$ cat src/inc/ssp_pkg.sv
// Constants and types shared by the synchronous serial port design
package ssp_pkg;
  // ----------------------------------------
  // Data path and framing
  // ----------------------------------------
  localparam int DATA_W = 16;
  localparam int FIFO_DEPTH = 8;
  localparam int FRAME_MIN = 4;
  localparam int FRAME_MAX = 16;
  localparam int CTRL_BITS = 8;
  localparam int REPLY_GAP = 1;
  // ----------------------------------------
  // Bit rate
  // ----------------------------------------
  localparam int PRESCALE_MIN = 2;
  localparam int PRESCALE_MAX = 254;
  localparam int RATE_MAX = 256;
  // ----------------------------------------
  // Service levels and timeout
  // ----------------------------------------
  localparam int TX_SVC_LEVEL = 4;
  localparam int RX_SVC_LEVEL = 4;
  localparam int TIMEOUT_BIT_PERIODS = 32;
  localparam int TIMEOUT_HALVES = 2 * TIMEOUT_BIT_PERIODS;
  // ----------------------------------------
  // Interrupt source positions and reset values
  // ----------------------------------------
  localparam int IRQ_TX = 0;
  localparam int IRQ_RX = 1;
  localparam int IRQ_TIMEOUT = 2;
  localparam int IRQ_OVERRUN = 3;
  localparam int IRQ_N = 4;
  localparam logic [3:0] IRQ_RESET = 4'h0;
  // ----------------------------------------
  // Types
  // ----------------------------------------
  typedef enum logic [1:0] {FMT_PULSED, FMT_SPI, FMT_CTRL} format_t;
  typedef enum logic {ST_IDLE, ST_RUN} state_t;
endpackage

$ cat src/ssp_fifo.sv
// Flip-flop FIFO with valid/ready on both sides
`timescale 1ns/1ps
module ssp_fifo #(
  parameter int WIDTH = 16,
  parameter int DEPTH = 8
) (
  input wire logic clock,
  input wire logic rst_n,
  input wire logic in_valid,
  output logic in_ready,
  input wire logic [WIDTH-1:0] in_data,
  output logic out_valid,
  input wire logic out_ready,
  output logic [WIDTH-1:0] out_data,
  output logic [$clog2(DEPTH):0] count
);
  localparam int AW = $clog2(DEPTH);

  if (DEPTH < 2 || (1 << AW) != DEPTH) begin : g_bad_depth
    $error("FIFO depth must be a power of two of at least 2");
  end

  logic [WIDTH-1:0] mem [DEPTH];
  logic [AW:0] wr_ptr_reg;
  logic [AW:0] rd_ptr_reg;
  wire push = in_valid && in_ready;
  wire pop = out_valid && out_ready;

  assign count = wr_ptr_reg - rd_ptr_reg;
  assign in_ready = count != (AW + 1)'(DEPTH);
  assign out_valid = count != '0;
  assign out_data = mem[rd_ptr_reg[AW-1:0]];

  // ----------------------------------------
  // Storage, one write enable per entry
  // ----------------------------------------
  for (genvar i = 0; i < DEPTH; i++) begin : g_entry
    always_ff @(posedge clock) begin
      if (push && wr_ptr_reg[AW-1:0] == AW'(i)) begin
        mem[i] <= in_data;
      end
    end
  end

  always_ff @(posedge clock or negedge rst_n) begin
    if (!rst_n) begin
      wr_ptr_reg <= '0;
      rd_ptr_reg <= '0;
    end else begin
      if (push) begin
        wr_ptr_reg <= wr_ptr_reg + 1'b1;
      end
      if (pop) begin
        rd_ptr_reg <= rd_ptr_reg + 1'b1;
      end
    end
  end

  // ----------------------------------------
  // Checks
  // ----------------------------------------
  fifo_count_a: assert property (@(posedge clock) disable iff (!rst_n)
    push && !pop |=> count == $past(count) + 1'b1)
    else $error("FIFO count did not grow on push");
endmodule

$ cat src/sync_serial_port.sv
// Synchronous serial port master: bit clock, framing, FIFOs, interrupts
`timescale 1ns/1ps
module sync_serial_port
  import ssp_pkg::*;
#(
  parameter int TIMEOUT_LIMIT = TIMEOUT_HALVES
) (
  input wire logic clock,
  input wire logic rst_n,
  input wire logic enable,
  input wire format_t frame_format,
  input wire logic clock_polarity_bit,
  input wire logic clock_phase_bit,
  input wire logic loopback,
  input wire logic [3:0] frame_size_m1,
  input wire logic [7:0] clock_prescale_divisor,
  input wire logic [7:0] serial_clock_rate,
  input wire logic fifo_data_write,
  input wire logic [15:0] fifo_data_in,
  output logic fifo_data_write_ready,
  input wire logic fifo_data_read,
  output logic [15:0] fifo_data_out,
  output logic fifo_data_out_valid,
  input wire logic [3:0] interrupt_mask_register,
  input wire logic overrun_clear,
  output logic [3:0] raw_interrupt_state,
  output logic [3:0] masked_interrupt_state,
  output logic interrupt_request,
  output logic busy,
  output logic serial_clock_pin,
  output logic frame_select_pin,
  output logic serial_tx_pin,
  output logic serial_tx_oe_n,
  input wire logic serial_rx_pin
);
  localparam int TW = $clog2(TIMEOUT_LIMIT + 1);

  if (TIMEOUT_LIMIT < 1) begin : g_bad_timeout
    $error("TIMEOUT_LIMIT must be at least 1");
  end

  // ----------------------------------------
  // Registers and FIFO wiring
  // ----------------------------------------
  state_t state_reg;
  logic [6:0] pre_cnt_reg;
  logic [7:0] rate_cnt_reg;
  logic [5:0] h_reg;
  logic [15:0] sh_reg;
  logic [15:0] rx_sh_reg;
  logic sck_reg;
  logic fs_reg;
  logic tx_out_reg;
  logic oe_n_reg;
  logic rx_s1_reg;
  logic rx_s2_reg;
  logic overrun_reg;
  logic [TW-1:0] idle_cnt_reg;
  logic [3:0] raw_reg;
  logic [3:0] masked_reg;
  logic irq_reg;
  logic [15:0] tx_word;
  logic tx_valid;
  logic [3:0] tx_count;
  logic [3:0] rx_count;
  logic rx_ready;

  // ----------------------------------------
  // Bit rate divider
  // ----------------------------------------
  // Half the even prescale value makes one prescale count; serial_clock_rate + 1 counts give one serial clock edge
  wire [6:0] pre_half = (clock_prescale_divisor[7:1] == 7'h00) ? 7'h01
                        : clock_prescale_divisor[7:1];
  wire pre_tick = enable && (pre_cnt_reg >= pre_half - 7'h01);
  wire half_tick = pre_tick && (rate_cnt_reg >= serial_clock_rate);

  always_ff @(posedge clock or negedge rst_n) begin
    if (!rst_n) begin
      pre_cnt_reg <= 7'h00;
      rate_cnt_reg <= 8'h00;
    end else if (!enable || pre_tick) begin
      pre_cnt_reg <= 7'h00;
      rate_cnt_reg <= (!enable || half_tick) ? 8'h00 : rate_cnt_reg + 8'h01;
    end else begin
      pre_cnt_reg <= pre_cnt_reg + 7'h01;
    end
  end

  // ----------------------------------------
  // Frame decode
  // ----------------------------------------
  wire is_ti = frame_format == FMT_PULSED;
  wire is_spi = frame_format == FMT_SPI;
  wire is_ctrl = frame_format == FMT_CTRL;
  wire [3:0] fsz = (frame_size_m1 < 4'(FRAME_MIN - 1)) ? 4'(FRAME_MIN - 1) : frame_size_m1;
  wire [4:0] nbits = 5'(fsz) + 5'h01;
  wire [4:0] reply_at = 5'(CTRL_BITS + REPLY_GAP);
  wire [4:0] slots = is_ctrl ? nbits + reply_at : nbits;
  wire [1:0] d0 = is_ti ? 2'h2 : ((is_spi && clock_phase_bit) ? 2'h1 : 2'h0);
  wire [5:0] last_edge = {slots, 1'b0};
  wire [5:0] end_h = last_edge + ((d0 == 2'h0) ? 6'h01 : 6'h02);
  wire [5:0] rel = h_reg - 6'(d0);
  wire [4:0] slot = rel[5:1];
  wire in_data = (h_reg >= 6'(d0)) && (slot < slots);
  wire do_drive = in_data && !rel[0];
  wire do_sample = in_data && rel[0] && (!is_ctrl || slot >= reply_at);
  wire do_toggle = is_ti ? (h_reg <= last_edge + 6'h01)
                   : (h_reg != 6'h00 && h_reg <= last_edge);
  wire at_end = h_reg == end_h;
  wire idle_lvl = is_spi && clock_polarity_bit;
  wire rx_in = loopback ? tx_out_reg : rx_s2_reg;

  // ----------------------------------------
  // Sequencing strobes
  // ----------------------------------------
  wire start = state_reg == ST_IDLE && half_tick && tx_valid;
  wire step = state_reg == ST_RUN && half_tick;
  wire finish = step && at_end;
  wire cont = is_spi && clock_phase_bit && tx_valid;
  wire tx_pop = start || (finish && cont);
  wire rx_push = finish;
  wire act = start || step;
  // Command words sit in the low byte; data is aligned to bit 15
  wire [15:0] load_word = is_ctrl ? {tx_word[7:0], 8'h00}
                          : tx_word << (5'h10 - nbits);
  wire [15:0] sh_src = start ? load_word : sh_reg;

  // ----------------------------------------
  // Frame state machine
  // ----------------------------------------
  always_ff @(posedge clock or negedge rst_n) begin
    if (!rst_n) begin
      state_reg <= ST_IDLE;
      h_reg <= 6'h00;
    end else begin
      case (state_reg)
        ST_IDLE: begin
          h_reg <= 6'h00;
          if (start) begin
            state_reg <= ST_RUN;
            h_reg <= 6'h01;
          end
        end
        ST_RUN: begin
          if (!enable) begin
            state_reg <= ST_IDLE;
            h_reg <= 6'h00;
          end else if (finish && cont) begin
            h_reg <= 6'h01;
          end else if (finish) begin
            state_reg <= ST_IDLE;
            h_reg <= 6'h00;
          end else if (step) begin
            h_reg <= h_reg + 6'h01;
          end
        end
        default: begin
          state_reg <= ST_IDLE;
          h_reg <= 6'h00;
        end
      endcase
    end
  end

  // ----------------------------------------
  // Shifters and pins
  // ----------------------------------------
  always_ff @(posedge clock or negedge rst_n) begin
    if (!rst_n) begin
      sh_reg <= 16'h0000;
      rx_sh_reg <= 16'h0000;
      tx_out_reg <= 1'b0;
    end else begin
      if (act && do_drive) begin
        tx_out_reg <= sh_src[15];
        sh_reg <= {sh_src[14:0], 1'b0};
      end else if (tx_pop) begin
        sh_reg <= load_word;
      end else if (state_reg == ST_IDLE) begin
        tx_out_reg <= 1'b0;
      end
      if (start || (finish && cont)) begin
        rx_sh_reg <= 16'h0000;
      end else if (step && do_sample) begin
        rx_sh_reg <= {rx_sh_reg[14:0], rx_in};
      end
    end
  end

  always_ff @(posedge clock or negedge rst_n) begin
    if (!rst_n) begin
      sck_reg <= 1'b0;
      fs_reg <= 1'b0;
      oe_n_reg <= 1'b1;
    end else if (state_reg == ST_IDLE && !start) begin
      sck_reg <= idle_lvl;
      fs_reg <= !is_ti;
      oe_n_reg <= is_ti;
    end else if (start) begin
      sck_reg <= is_ti ? 1'b1 : idle_lvl;
      fs_reg <= is_ti;
      oe_n_reg <= 1'b0;
    end else if (step) begin
      if (do_toggle) begin
        sck_reg <= ~sck_reg;
      end
      if (is_ti && h_reg == 6'h02) begin
        fs_reg <= 1'b0;
      end else if (finish && !cont) begin
        fs_reg <= !is_ti;
      end
    end
  end

  // Only the second stage is read; the first may be metastable
  always_ff @(posedge clock or negedge rst_n) begin
    if (!rst_n) begin
      rx_s1_reg <= 1'b0;
      rx_s2_reg <= 1'b0;
    end else begin
      rx_s1_reg <= serial_rx_pin;
      rx_s2_reg <= rx_s1_reg;
    end
  end

  // ----------------------------------------
  // FIFOs
  // ----------------------------------------
  ssp_fifo #(.WIDTH(DATA_W), .DEPTH(FIFO_DEPTH)) u_tx_fifo (
    .clock(clock),
    .rst_n(rst_n),
    .in_valid(fifo_data_write),
    .in_ready(fifo_data_write_ready),
    .in_data(fifo_data_in),
    .out_valid(tx_valid),
    .out_ready(tx_pop),
    .out_data(tx_word),
    .count(tx_count)
  );

  ssp_fifo #(.WIDTH(DATA_W), .DEPTH(FIFO_DEPTH)) u_rx_fifo (
    .clock(clock),
    .rst_n(rst_n),
    .in_valid(rx_push),
    .in_ready(rx_ready),
    .in_data(rx_sh_reg),
    .out_valid(fifo_data_out_valid),
    .out_ready(fifo_data_read),
    .out_data(fifo_data_out),
    .count(rx_count)
  );

  // ----------------------------------------
  // Interrupt sources
  // ----------------------------------------
  wire timeout_hit = idle_cnt_reg == TW'(TIMEOUT_LIMIT);
  wire [3:0] raw_next = {overrun_reg, timeout_hit,
                         rx_count >= 4'(RX_SVC_LEVEL),
                         tx_count <= 4'(TX_SVC_LEVEL)};
  wire [3:0] masked_next = raw_next & interrupt_mask_register;

  // Timeout counts idle half bit periods; any read or frame restarts it
  always_ff @(posedge clock or negedge rst_n) begin
    if (!rst_n) begin
      idle_cnt_reg <= '0;
    end else if (state_reg != ST_IDLE || start || fifo_data_read || !fifo_data_out_valid) begin
      idle_cnt_reg <= '0;
    end else if (half_tick && !timeout_hit) begin
      idle_cnt_reg <= idle_cnt_reg + 1'b1;
    end
  end

  // Set wins over clear so an overrun in the clearing cycle survives
  always_ff @(posedge clock or negedge rst_n) begin
    if (!rst_n) begin
      overrun_reg <= 1'b0;
    end else if (rx_push && !rx_ready) begin
      overrun_reg <= 1'b1;
    end else if (overrun_clear) begin
      overrun_reg <= 1'b0;
    end
  end

  always_ff @(posedge clock or negedge rst_n) begin
    if (!rst_n) begin
      raw_reg <= IRQ_RESET;
      masked_reg <= IRQ_RESET;
      irq_reg <= 1'b0;
    end else begin
      raw_reg <= raw_next;
      masked_reg <= masked_next;
      irq_reg <= |masked_next;
    end
  end

  assign raw_interrupt_state = raw_reg;
  assign masked_interrupt_state = masked_reg;
  assign interrupt_request = irq_reg;
  assign busy = state_reg == ST_RUN;
  assign serial_clock_pin = sck_reg;
  assign frame_select_pin = fs_reg;
  assign serial_tx_pin = tx_out_reg;
  assign serial_tx_oe_n = oe_n_reg;

  // ----------------------------------------
  // Checks
  // ----------------------------------------
  logic [15:0] gap_reg;
  logic gap_ok_reg;
  logic [15:0] cfg_reg;
  wire [15:0] gap_want = 16'(pre_half) * (16'(serial_clock_rate) + 16'h0001);
  always_ff @(posedge clock or negedge rst_n) begin
    if (!rst_n) begin
      gap_reg <= 16'h0000;
      gap_ok_reg <= 1'b0;
      cfg_reg <= 16'h0000;
    end else begin
      cfg_reg <= {clock_prescale_divisor, serial_clock_rate};
      gap_reg <= half_tick ? 16'h0000 : gap_reg + 16'h0001;
      if (!enable || cfg_reg != {clock_prescale_divisor, serial_clock_rate}) begin
        gap_ok_reg <= 1'b0;
      end else if (half_tick) begin
        gap_ok_reg <= 1'b1;
      end
    end
  end

  bit_rate_a: assert property (@(posedge clock) disable iff (!rst_n)
    half_tick && gap_ok_reg && cfg_reg == {clock_prescale_divisor, serial_clock_rate}
    |-> gap_reg == gap_want - 16'h0001)
    else $error("Serial clock edge spacing wrong");
  idle_clock_a: assert property (@(posedge clock) disable iff (!rst_n)
    state_reg == ST_IDLE && $past(state_reg == ST_IDLE) && $stable(idle_lvl)
    |-> serial_clock_pin == idle_lvl)
    else $error("Serial clock not at idle level");
  spi_select_a: assert property (@(posedge clock) disable iff (!rst_n)
    state_reg == ST_RUN && !is_ti && $stable(frame_format) |-> !frame_select_pin)
    else $error("Frame select released inside frame");
  pulse_select_a: assert property (@(posedge clock) disable iff (!rst_n)
    state_reg == ST_RUN && is_ti && $stable(frame_format)
    |-> frame_select_pin == (h_reg <= 6'h02))
    else $error("Pulsed frame select wrong width");
  pulse_idle_a: assert property (@(posedge clock) disable iff (!rst_n)
    state_reg == ST_IDLE && $past(state_reg == ST_IDLE) && $past(is_ti) && is_ti
    |-> serial_tx_oe_n && !serial_clock_pin && !frame_select_pin)
    else $error("Pulsed format idle pins wrong");
  overrun_set_a: assert property (@(posedge clock) disable iff (!rst_n)
    rx_push && !rx_ready |=> overrun_reg ##1 raw_interrupt_state[IRQ_OVERRUN])
    else $error("Overrun not flagged");
  masked_state_a: assert property (@(posedge clock) disable iff (!rst_n)
    ##1 masked_interrupt_state == (raw_interrupt_state & $past(interrupt_mask_register)))
    else $error("Masked state does not follow mask");
  irq_or_a: assert property (@(posedge clock) disable iff (!rst_n)
    interrupt_request == |masked_interrupt_state)
    else $error("Interrupt request not OR of masked sources");
  phase1_hold_a: assert property (@(posedge clock) disable iff (!rst_n)
    finish && cont && enable |=> busy && !frame_select_pin)
    else $error("Select released between phase 1 words");
  timeout_a: assert property (@(posedge clock) disable iff (!rst_n)
    timeout_hit |-> fifo_data_out_valid && state_reg == ST_IDLE)
    else $error("Timeout without waiting receive data");

  pulsed_frame_c: cover property (@(posedge clock) disable iff (!rst_n)
    finish && is_ti);
  ctrl_frame_c: cover property (@(posedge clock) disable iff (!rst_n)
    finish && is_ctrl);
  phase1_burst_c: cover property (@(posedge clock) disable iff (!rst_n)
    finish && cont);
  overrun_c: cover property (@(posedge clock) disable iff (!rst_n)
    rx_push && !rx_ready);
endmodule

$ cat config.mk
export PLATFORM = sky130hd
export DESIGN_NAME = sync_serial_port
export DESIGN_NICKNAME = d
export VERILOG_FILES = /design/src/inc/ssp_pkg.sv /design/src/ssp_fifo.sv /design/src/sync_serial_port.sv
export SDC_FILE = /design/constraint.sdc
export NUM_CORES = 1
export LEC_CHECK = 0
export BUFFER_PORTS_ARGS = -buffer_cell sky130_fd_sc_hd__clkbuf_2
export CELL_PAD_IN_SITES_DETAIL_PLACEMENT = 1
export CELL_PAD_IN_SITES_GLOBAL_PLACEMENT = 2
export CORE_ASPECT_RATIO = 0.5
export CORE_MARGIN = 3
export CORE_UTILIZATION = 44
export DETAILED_ROUTE_END_ITERATION = 8
export HOLD_SLACK_MARGIN = 0.05
export PLACE_DENSITY = 0.78
export REMOVE_ABC_BUFFERS = 1
export SYNTH_ARGS = -nofsm -noshare
export SYNTH_HDL_FRONTEND = slang
export SYNTH_HIERARCHICAL = 1
export SYNTH_SLANG_ARGS = --single-unit
$ cat constraint.sdc
create_clock -name clock -period 4.4 [get_ports clock]
set_clock_uncertainty 0.1 [all_clocks]
set_input_delay 1.1 -clock clock [delete_from_list [all_inputs] [get_ports clock]]
set_output_delay 1.1 -clock clock [all_outputs]
set_load 0.005 [all_outputs]
==> reports/results.tsv, run 1 <==
stage	metric	value	unit
clocking	Clock Path Buffers	3	
sta	worst slew margin relative to its limit	43.25	%
finish	number of antenna cells inserted	0	
critical_path	startpoint types	input port	
detailed_routing	number of vias in the routed layout	10910	
power_and_ir_drop	logic gate share of total power	20.2	%
global_routing	wire length of the first global-routing pass	67.13	mm
power_and_ir_drop	register share of total power	45.9	%
sta	final worst setup slack	0.3177	ns
detailed_routing	post-route DRC violation count	0	
finish	number of nets in the layout	1530	
floorplan	standard-cell row count	50	
clocking	CTS Hold Buffers Added	0	
yosys	total of flip-flops plus latches after synthesis	349	
yosys	number of synthesized flops with an enable pin	256	
yosys	synthesized area per cell	13.58	µm²
critical_path	Crit. End Element	flop	
critical_path	critical path type	input port to flop	
global_routing	largest net degree at the start of global routing	57	
finish	number of standard cells in the final layout excluding fillers	1962	
clocking	CTS tree	done	
run	number of max-cap violations	0	
floorplan	total die area	41120	µm²
hold_path	cell depth of the worst hold path	0	
place	pre-CTS WS	-0.3459	ns
critical_path	required time of the critical path	4.53	ns
clocking	TritonCTS buffer count	34	
power_and_ir_drop	peak supply drop	0.3256	mV
global_routing	global router's overall resource usage	20.35	%
finish	post-layout instance area	19800	µm²
hold_path	worst hold path type	flop to flop	
place	count of input and output buffers	82	
detailed_routing	wire length per cell	21.06	µm
power_and_ir_drop	P per Cell Area	430.5	nW/µm²
place	Post-Place Cell Area	18700	µm²
detailed_routing	First DRT Iteration DRCs	688	
sta	share of the cycle needed by the critical path after routing	92.78	%
yosys	FFs w/ async S/R, synth	26.65	%
place	Placer Congestion	0.8487	
clocking	root buf cell	sky130_fd_sc_hd__clkbuf_16	
yosys	count of unique library cells instantiated by Yosys	91	
sta	maximum clock rate	245.0	MHz
clocking	worst skew pair latency	0.53	ns
place	dpl cells	1900	
detailed_routing	post-detailed-routing wire length	41.32	mm
place	HPWL Detailed	28.07	mm
floorplan	width of the die	283.8	µm
sta	count of final hold-check violations	0	
power_and_ir_drop	share of power burned in the clock network	33.9	%
yosys	flip-flop cell with the highest count after synthesis	sky130_fd_sc_hd__edfxtp_1	
sta	final critical delay including setup and external delays	4.082	ns
outcome	result of the run	finished, final reports clean	
power_and_ir_drop	internal power	0.006115	W
global_routing	initial antenna violation count	0	
yosys	sequential area share after synthesis	58.99	%
floorplan	IO Pins	84	
detailed_routing	antenna-violating nets left	0	
sta	Max Transition Viols Final	0	
finish	filler instances	3813	
global_routing	residual overflow from global routing	0	
power_and_ir_drop	switching share of total power	28.25	%
detailed_routing	via density per instance	5.559	
detailed_routing	DRT Pass-1 Iters	7	
critical_path	top fanout value on the critical path	16	
clocking	clock transition at the registers of the reported paths	0.06	ns
critical_path	Reg2Reg Depth	12	
yosys	Yosys warning total	6	
floorplan	Initial Util	45.00	%
sta	number of setup violations in the final report	0	
floorplan	Core ar.	37720	µm²
critical_path	data arrival time at the worst-slack endpoint	4.21	ns
sta	RSZ-0062 raised after global routing	false	
finish	biggest registers after layout	u_rx_fifo/mem x128, u_tx_fifo/mem x128	
sta	slew of the pin with the lowest slew margin	0.8512	ns
clocking	Clock H-tree levels	2	
yosys	area of the mapped netlist	16980	µm²
power_and_ir_drop	leakage component of the power	8.160	nW
floorplan	chip height	144.9	µm
power_and_ir_drop	net switching power	0.002408	W
clocking	count of clock tree sinks	349	
finish	fraction of final layout cells with drive strength greater than 1	24.55	%
yosys	post-synthesis cell count	1250	
finish	relative area change from synthesis to final layout	16.60	%
global_routing	vias in the first global route	12260	
## layout make-up
class | instances | area [µm²] | share of cell area (%)
Sequential cell | 349 | 10020 | 50.61
Timing Repair Buffer | 191 | 1394 | 7.041
Clock buffer | 48 | 964.7 | 4.873
Tap cell | 520 | 650.6 | 3.287
Clock inverter | 14 | 126.4 | 0.6384
Multi-Input combinational cell | 797 | 6481 | 32.74
Inverter | 43 | 161.4 | 0.8153
## worst max-delay path: stages
cell                        delay (ns)
sky130_fd_sc_hd__clkbuf_2         0.10
sky130_fd_sc_hd__o21ba_1          0.25
sky130_fd_sc_hd__inv_2            0.05
sky130_fd_sc_hd__ha_1             0.33
sky130_fd_sc_hd__nor2_1           0.06
sky130_fd_sc_hd__a21o_1           0.17
sky130_fd_sc_hd__ha_1             0.31
sky130_fd_sc_hd__xnor2_1          0.19
sky130_fd_sc_hd__and3_1           0.20
sky130_fd_sc_hd__o2111ai_2        0.21
sky130_fd_sc_hd__nor3_2           0.29
sky130_fd_sc_hd__o21ai_2          0.12
sky130_fd_sc_hd__inv_1            0.08
sky130_fd_sc_hd__a21boi_4         0.30
sky130_fd_sc_hd__and3_1           0.26
sky130_fd_sc_hd__buf_12           0.19
## stage by stage
step	power (W)	TNS (ns)	util [%]	hold WS (ns)
finish	0.008523	0	52.48	0.2510
global route	0.008961	0	52.48	0.2711
CTS	0.008642	0	52.46	0.2523
detailed placement	0.005727	-46.81	49.57	0.2372
global placement	0.005624	-31.52	49.57	0.2375
floorplan	0.005013	-98.07	-	0.2312
## synth_stat cells (all sizes together), types with 6 or more instances
cell      n  share of area (%)
mux2i    48                2.8
mux4     66                8.8
clkbuf   22               0.49
o211ai   10               0.52
o21ai    33                1.1
buf      39                1.5
or3       6               0.22
xnor2    32                1.8
and3     30                1.1
nand4    13               0.48
mux2     10               0.66
nand2b    9               0.38
nor2     66                1.5
a21oi    56                1.7
ha       59                4.3
nand3b    8               0.35
xor2     22                1.3
nand2   164                3.6
a21o      9               0.40
o31ai     8               0.38
and2     13               0.48
edfxtp  256                 45
nand3    25               0.74
dfrtp    92                 14
nor3     21               0.65
inv      41               0.91
a211oi    7               0.31
## final timing paths
path / to / start / slack (ns)
worst max-delay path: u_rx_fifo/mem[2][10] / frame_size_m1[1] / 0.32
worst min-delay path: rx_s2_reg / rx_s1_reg / 0.25
worst max register to register: sh_reg[14] / u_tx_fifo/rd_ptr_reg[0] / 0.55
worst min register to register: rx_s2_reg / rx_s1_reg / 0.25
max in group asynchronous: rate_cnt_reg[2] / rst_n / 2.91
min in group asynchronous: serial_clock_pin / rst_n / 0.56
## cells in the final DEF (no fill, tap or decap), types with 21 or more instances in the layout
cell type,n
sky130_fd_sc_hd__a21oi_1,54
sky130_fd_sc_hd__and3_1,30
sky130_fd_sc_hd__buf_4,97
sky130_fd_sc_hd__clkbuf_16,35
sky130_fd_sc_hd__clkbuf_2,81
sky130_fd_sc_hd__dfrtp_1,90
sky130_fd_sc_hd__edfxtp_1,256
sky130_fd_sc_hd__ha_1,59
sky130_fd_sc_hd__inv_1,39
sky130_fd_sc_hd__mux2i_1,48
sky130_fd_sc_hd__mux4_2,66
sky130_fd_sc_hd__nand2_1,164
sky130_fd_sc_hd__nand3_1,25
sky130_fd_sc_hd__nor2_1,65
sky130_fd_sc_hd__o21ai_0,21
sky130_fd_sc_hd__xnor2_1,29
## logic make-up (layout without fill, tap and decap cells)
group	Yosys count	count (layout)	share of synthesized area [%]
XOR/XNOR	54	54	3.117
multiplexers	124	124	12.25
buffers and inverters	104	296	2.911
flip-flops	349	349	58.99
adder cells (fa/ha/maj)	62	62	4.702
AND/OR/NAND/NOR	376	376	10.47
AO/OA/AOI/OAI	181	181	7.554
## power by group through the flow
stage          combinational, W  clock, W  sequential, W
3_5_place_dp            0.00174         0        0.00399
6_report                0.00172   0.00289        0.00392
2_1_floorplan          0.000971         0        0.00404
5_1_grt                 0.00190   0.00311        0.00394
4_1_cts                 0.00175   0.00297        0.00392
3_3_place_gp            0.00166         0        0.00397
## layer usage
| metal | wire [µm] | global-route usage, % |
|---|---|---|
| met5 | 0 | 0 |
| met4 | 906 | 5.341 |
| met3 | 1508 | 3.297 |
| met2 | 21180 | 36.42 |
| met1 | 17720 | 25.79 |
## timing repair
item	4_1_cts	5_1_grt
setup buffers	0	0
gates resized for setup	0	1
endpoints found under the setup margin	0	55
Power figures use the tool's default switching activity.
==> run 2: changes to the inputs <==
--- a/config.mk
+++ b/config.mk
@@ -10,10 +10,10 @@
 export CELL_PAD_IN_SITES_GLOBAL_PLACEMENT = 2
 export CORE_ASPECT_RATIO = 0.5
 export CORE_MARGIN = 3
-export CORE_UTILIZATION = 44
+export CORE_UTILIZATION = 35
 export DETAILED_ROUTE_END_ITERATION = 8
 export HOLD_SLACK_MARGIN = 0.05
-export PLACE_DENSITY = 0.78
+export PLACE_DENSITY = 0.64
 export REMOVE_ABC_BUFFERS = 1
 export SYNTH_ARGS = -nofsm -noshare
 export SYNTH_HDL_FRONTEND = slang
==> run 2 against run 1 <==
Compared with the run above:
- critical endpoint is now u_rx_fifo/mem[4][11]
- setup slack worse by 0.034 ns
- combinational power about the same
- sequential cell count unchanged
- largest power group unchanged
==> reports/results.tsv, run 2 (same netlist as run 1, synthesis figures left out) <==
stage	metric	value	unit	change
outcome	result of the run	finished, final reports clean		unchanged
floorplan	Core ar.	47370	µm²	was 37720 µm²
floorplan	chip height	161.7	µm	was 144.9 µm
clocking	clock transition at the registers of the reported paths	0.06	ns	about the same
floorplan	IO Pins	84		unchanged
critical_path	top fanout value on the critical path	9		was 16
critical_path	startpoint types	input port		unchanged
clocking	CTS Hold Buffers Added	0		unchanged
clocking	root buf cell	sky130_fd_sc_hd__clkbuf_16		unchanged
critical_path	chain of cells forming the critical path	clkbuf_2, o21ba_2, inv_2, xnor2_1, ha_1, ha_1, xnor2_1, and3_1, o2111ai_2, nor3_2, o21ai_2, inv_1, a21boi_4, and3_1, buf_4		was clkbuf_2, o21ba_1, inv_2, ha_1, nor2_1, a21o_1, ha_1, xnor2_1, and3_1, o2111ai_2, nor3_2, o21ai_2, inv_1, a21boi_4, and3_1, buf_12
clocking	CTS tree	done		unchanged
global_routing	largest net degree at the start of global routing	50		was 57
place	Placer Congestion	0.7763		was 0.8487
finish	post-layout instance area	20050	µm²	was 19800 µm²
floorplan	width of the die	317.5	µm	was 283.8 µm
global_routing	global router's overall resource usage	16.62	%	was 20.35%
hold_path	worst hold path type	flop to flop		unchanged
power_and_ir_drop	leakage component of the power	8.206	nW	was 8.160 nW
detailed_routing	via density per instance	5.147		was 5.559
floorplan	Initial Util	35.84	%	was 45.00%
clocking	Clock H-tree levels	2		unchanged
sta	final critical delay including setup and external delays	4.116	ns	was 4.082 ns
finish	fraction of final layout cells with drive strength greater than 1	25.05	%	was 24.55%
detailed_routing	First DRT Iteration DRCs	738		was 688
finish	number of antenna cells inserted	0		unchanged
sta	RSZ-0062 raised after global routing	false		unchanged
clocking	TritonCTS buffer count	35		was 34
critical_path	Slowest-stage cell, CP	sky130_fd_sc_hd__nor3_2		was sky130_fd_sc_hd__ha_1
place	Post-Place Cell Area	18900	µm²	was 18700 µm²
global_routing	residual overflow from global routing	0		unchanged
clocking	Setup Fix Bufs, Post-CTS	0		unchanged
detailed_routing	number of vias in the routed layout	10760		was 10910
critical_path	critical path type	input port to flop		unchanged
power_and_ir_drop	peak supply drop	0.2564	mV	was 0.3256 mV
finish	relative area change from synthesis to final layout	18.09	%	was 16.60%
critical_path	data arrival time at the worst-slack endpoint	4.25	ns	was 4.21 ns
detailed_routing	DRT Pass-1 Iters	4		was 7
critical_path	Crit. End Element	flop		unchanged
finish	most common cell after layout, fill and taps aside	sky130_fd_sc_hd__edfxtp_1		unchanged
critical_path	Reg2Reg Depth	11		was 12
critical_path	maximum cell stage delay along the critical path	0.32	ns	was 0.33 ns
critical_path	required time of the critical path	4.54	ns	was 4.53 ns
floorplan	total die area	51350	µm²	was 41120 µm²
global_routing	initial antenna violation count	0		unchanged
global_routing	wire length of the first global-routing pass	67.72	mm	was 67.13 mm
clocking	count of clock tree sinks	349		unchanged
hold_path	cell depth of the worst hold path	0		unchanged
global_routing	vias in the first global route	11740		was 12260
finish	biggest registers after layout	u_rx_fifo/mem x128, u_tx_fifo/mem x128		unchanged
clocking	Clock Path Buffers	3		unchanged
finish	number of standard cells in the final layout excluding fillers	2091		was 1962
sta	slew of the pin with the lowest slew margin	0.7204	ns	was 0.8512 ns
sta	count of final hold-check violations	0		unchanged
place	dpl cells	2028		was 1900
finish	number of nets in the layout	1541		was 1530
clocking	worst skew pair latency	0.53	ns	about the same
power_and_ir_drop	total power draw	0.008633	W	was 0.008523 W
sta	worst slew margin relative to its limit	51.98	%	was 43.25%
detailed_routing	post-detailed-routing wire length	42.19	mm	was 41.32 mm
sta	Max Transition Viols Final	0		unchanged
floorplan	standard-cell row count	56		was 50
run	number of max-cap violations	0		unchanged
place	count of input and output buffers	82		unchanged
sta	maximum clock rate	242.9	MHz	was 245.0 MHz
sta	share of the cycle needed by the critical path after routing	93.55	%	was 92.78%
detailed_routing	antenna-violating nets left	0		unchanged
detailed_routing	wire length per cell	20.18	µm	was 21.06 µm
sta	number of setup violations in the final report	0		unchanged
finish	leading cell types in the layout, fill and taps excluded	256 x sky130_fd_sc_hd__edfxtp_1, 164 x sky130_fd_sc_hd__nand2_1, 109 x sky130_fd_sc_hd__buf_4		was 256 x sky130_fd_sc_hd__edfxtp_1, 164 x sky130_fd_sc_hd__nand2_1, 97 x sky130_fd_sc_hd__buf_4
detailed_routing	post-route DRC violation count	0		unchanged
place	HPWL Detailed	28.32	mm	was 28.07 mm
power_and_ir_drop	P per Cell Area	430.6	nW/µm²	was 430.5 nW/µm²
run 2: changes by cell type in the layout (fill, tap and decap cells not counted), moves of 2 or more:
cell | before | now
sky130_fd_sc_hd__clkinvlp_4 | 2 | 4
sky130_fd_sc_hd__clkbuf_8 | 4 | 1
sky130_fd_sc_hd__bufinv_16 | 1 | 3
sky130_fd_sc_hd__buf_4 | 97 | 109
sky130_fd_sc_hd__buf_12 | 13 | 11
run 2: stage by stage:
step | setup slack (ns) | TNS, ns | hold WS [ns] | util (%)
floorplan | -1.164 | -98.07 | 0.2312 | -
global placement | -0.2843 | -38.26 | 0.2341 | 39.89
detailed placement | -0.3774 | -50.97 | 0.2563 | 39.89
CTS | 0.1777 | 0 | 0.2670 | 42.29
global route | 0.02438 | 0 | 0.2691 | 42.33
finish | 0.2838 | 0 | 0.2585 | 42.33
run 2: layout make-up:
type	instances	area, µm²
Tap cell	638	798.3
Inverter	43	161.4
Sequential cell	349	10020
Fill cell	4895	27320
Timing Repair Buffer	201	1444
Multi-Input combinational cell	797	6492
Clock inverter	17	185.2
Clock buffer	46	948.4
run 2: power breakdown:
group / internal (W) / switching [W]
Sequential: 0.00378 / 0.0000916
Combinational: 0.000727 / 0.00102
Clock: 0.00171 / 0.00130
run 2: worst paths after layout:
path / slack (ns) / to / from
worst max-delay path: 0.28 / u_rx_fifo/mem[4][11] / frame_size_m1[0]
worst min-delay path: 0.26 / rx_s2_reg / rx_s1_reg
worst max register to register: 0.77 / sh_reg[9] / u_tx_fifo/wr_ptr_reg[2]
worst min register to register: 0.26 / rx_s2_reg / rx_s1_reg
max in group asynchronous: 2.78 / serial_tx_pin / rst_n
min in group asynchronous: 0.51 / pre_cnt_reg[5] / rst_n
run 2: what timing repair did:
action | in CTS | in global routing
resized for setup | 0 | 2
setup endpoints to repair | 0 | 6
endpoints found under the hold margin | 0 | 0
run 2: worst max-delay path: cells and delay by family:
kind	cells	cell delay (ns)
AO/OA/AOI/OAI	4	0.89
AND/OR/NAND/NOR	3	0.81
adder cells (fa/ha/maj)	2	0.54
buffers and inverters	4	0.45
XOR/XNOR	2	0.43
run 2: metal layers:
metal	GRT usage [%]	wire [µm]	part of all wire [%]	vias up
met5	0	0	0	-
met4	3.711	713	1.7	0
met3	2.478	1079	2.6	52
met2	28.94	20920	50	123
met1	22.18	19480	46	5529
li1	-	-	-	5058
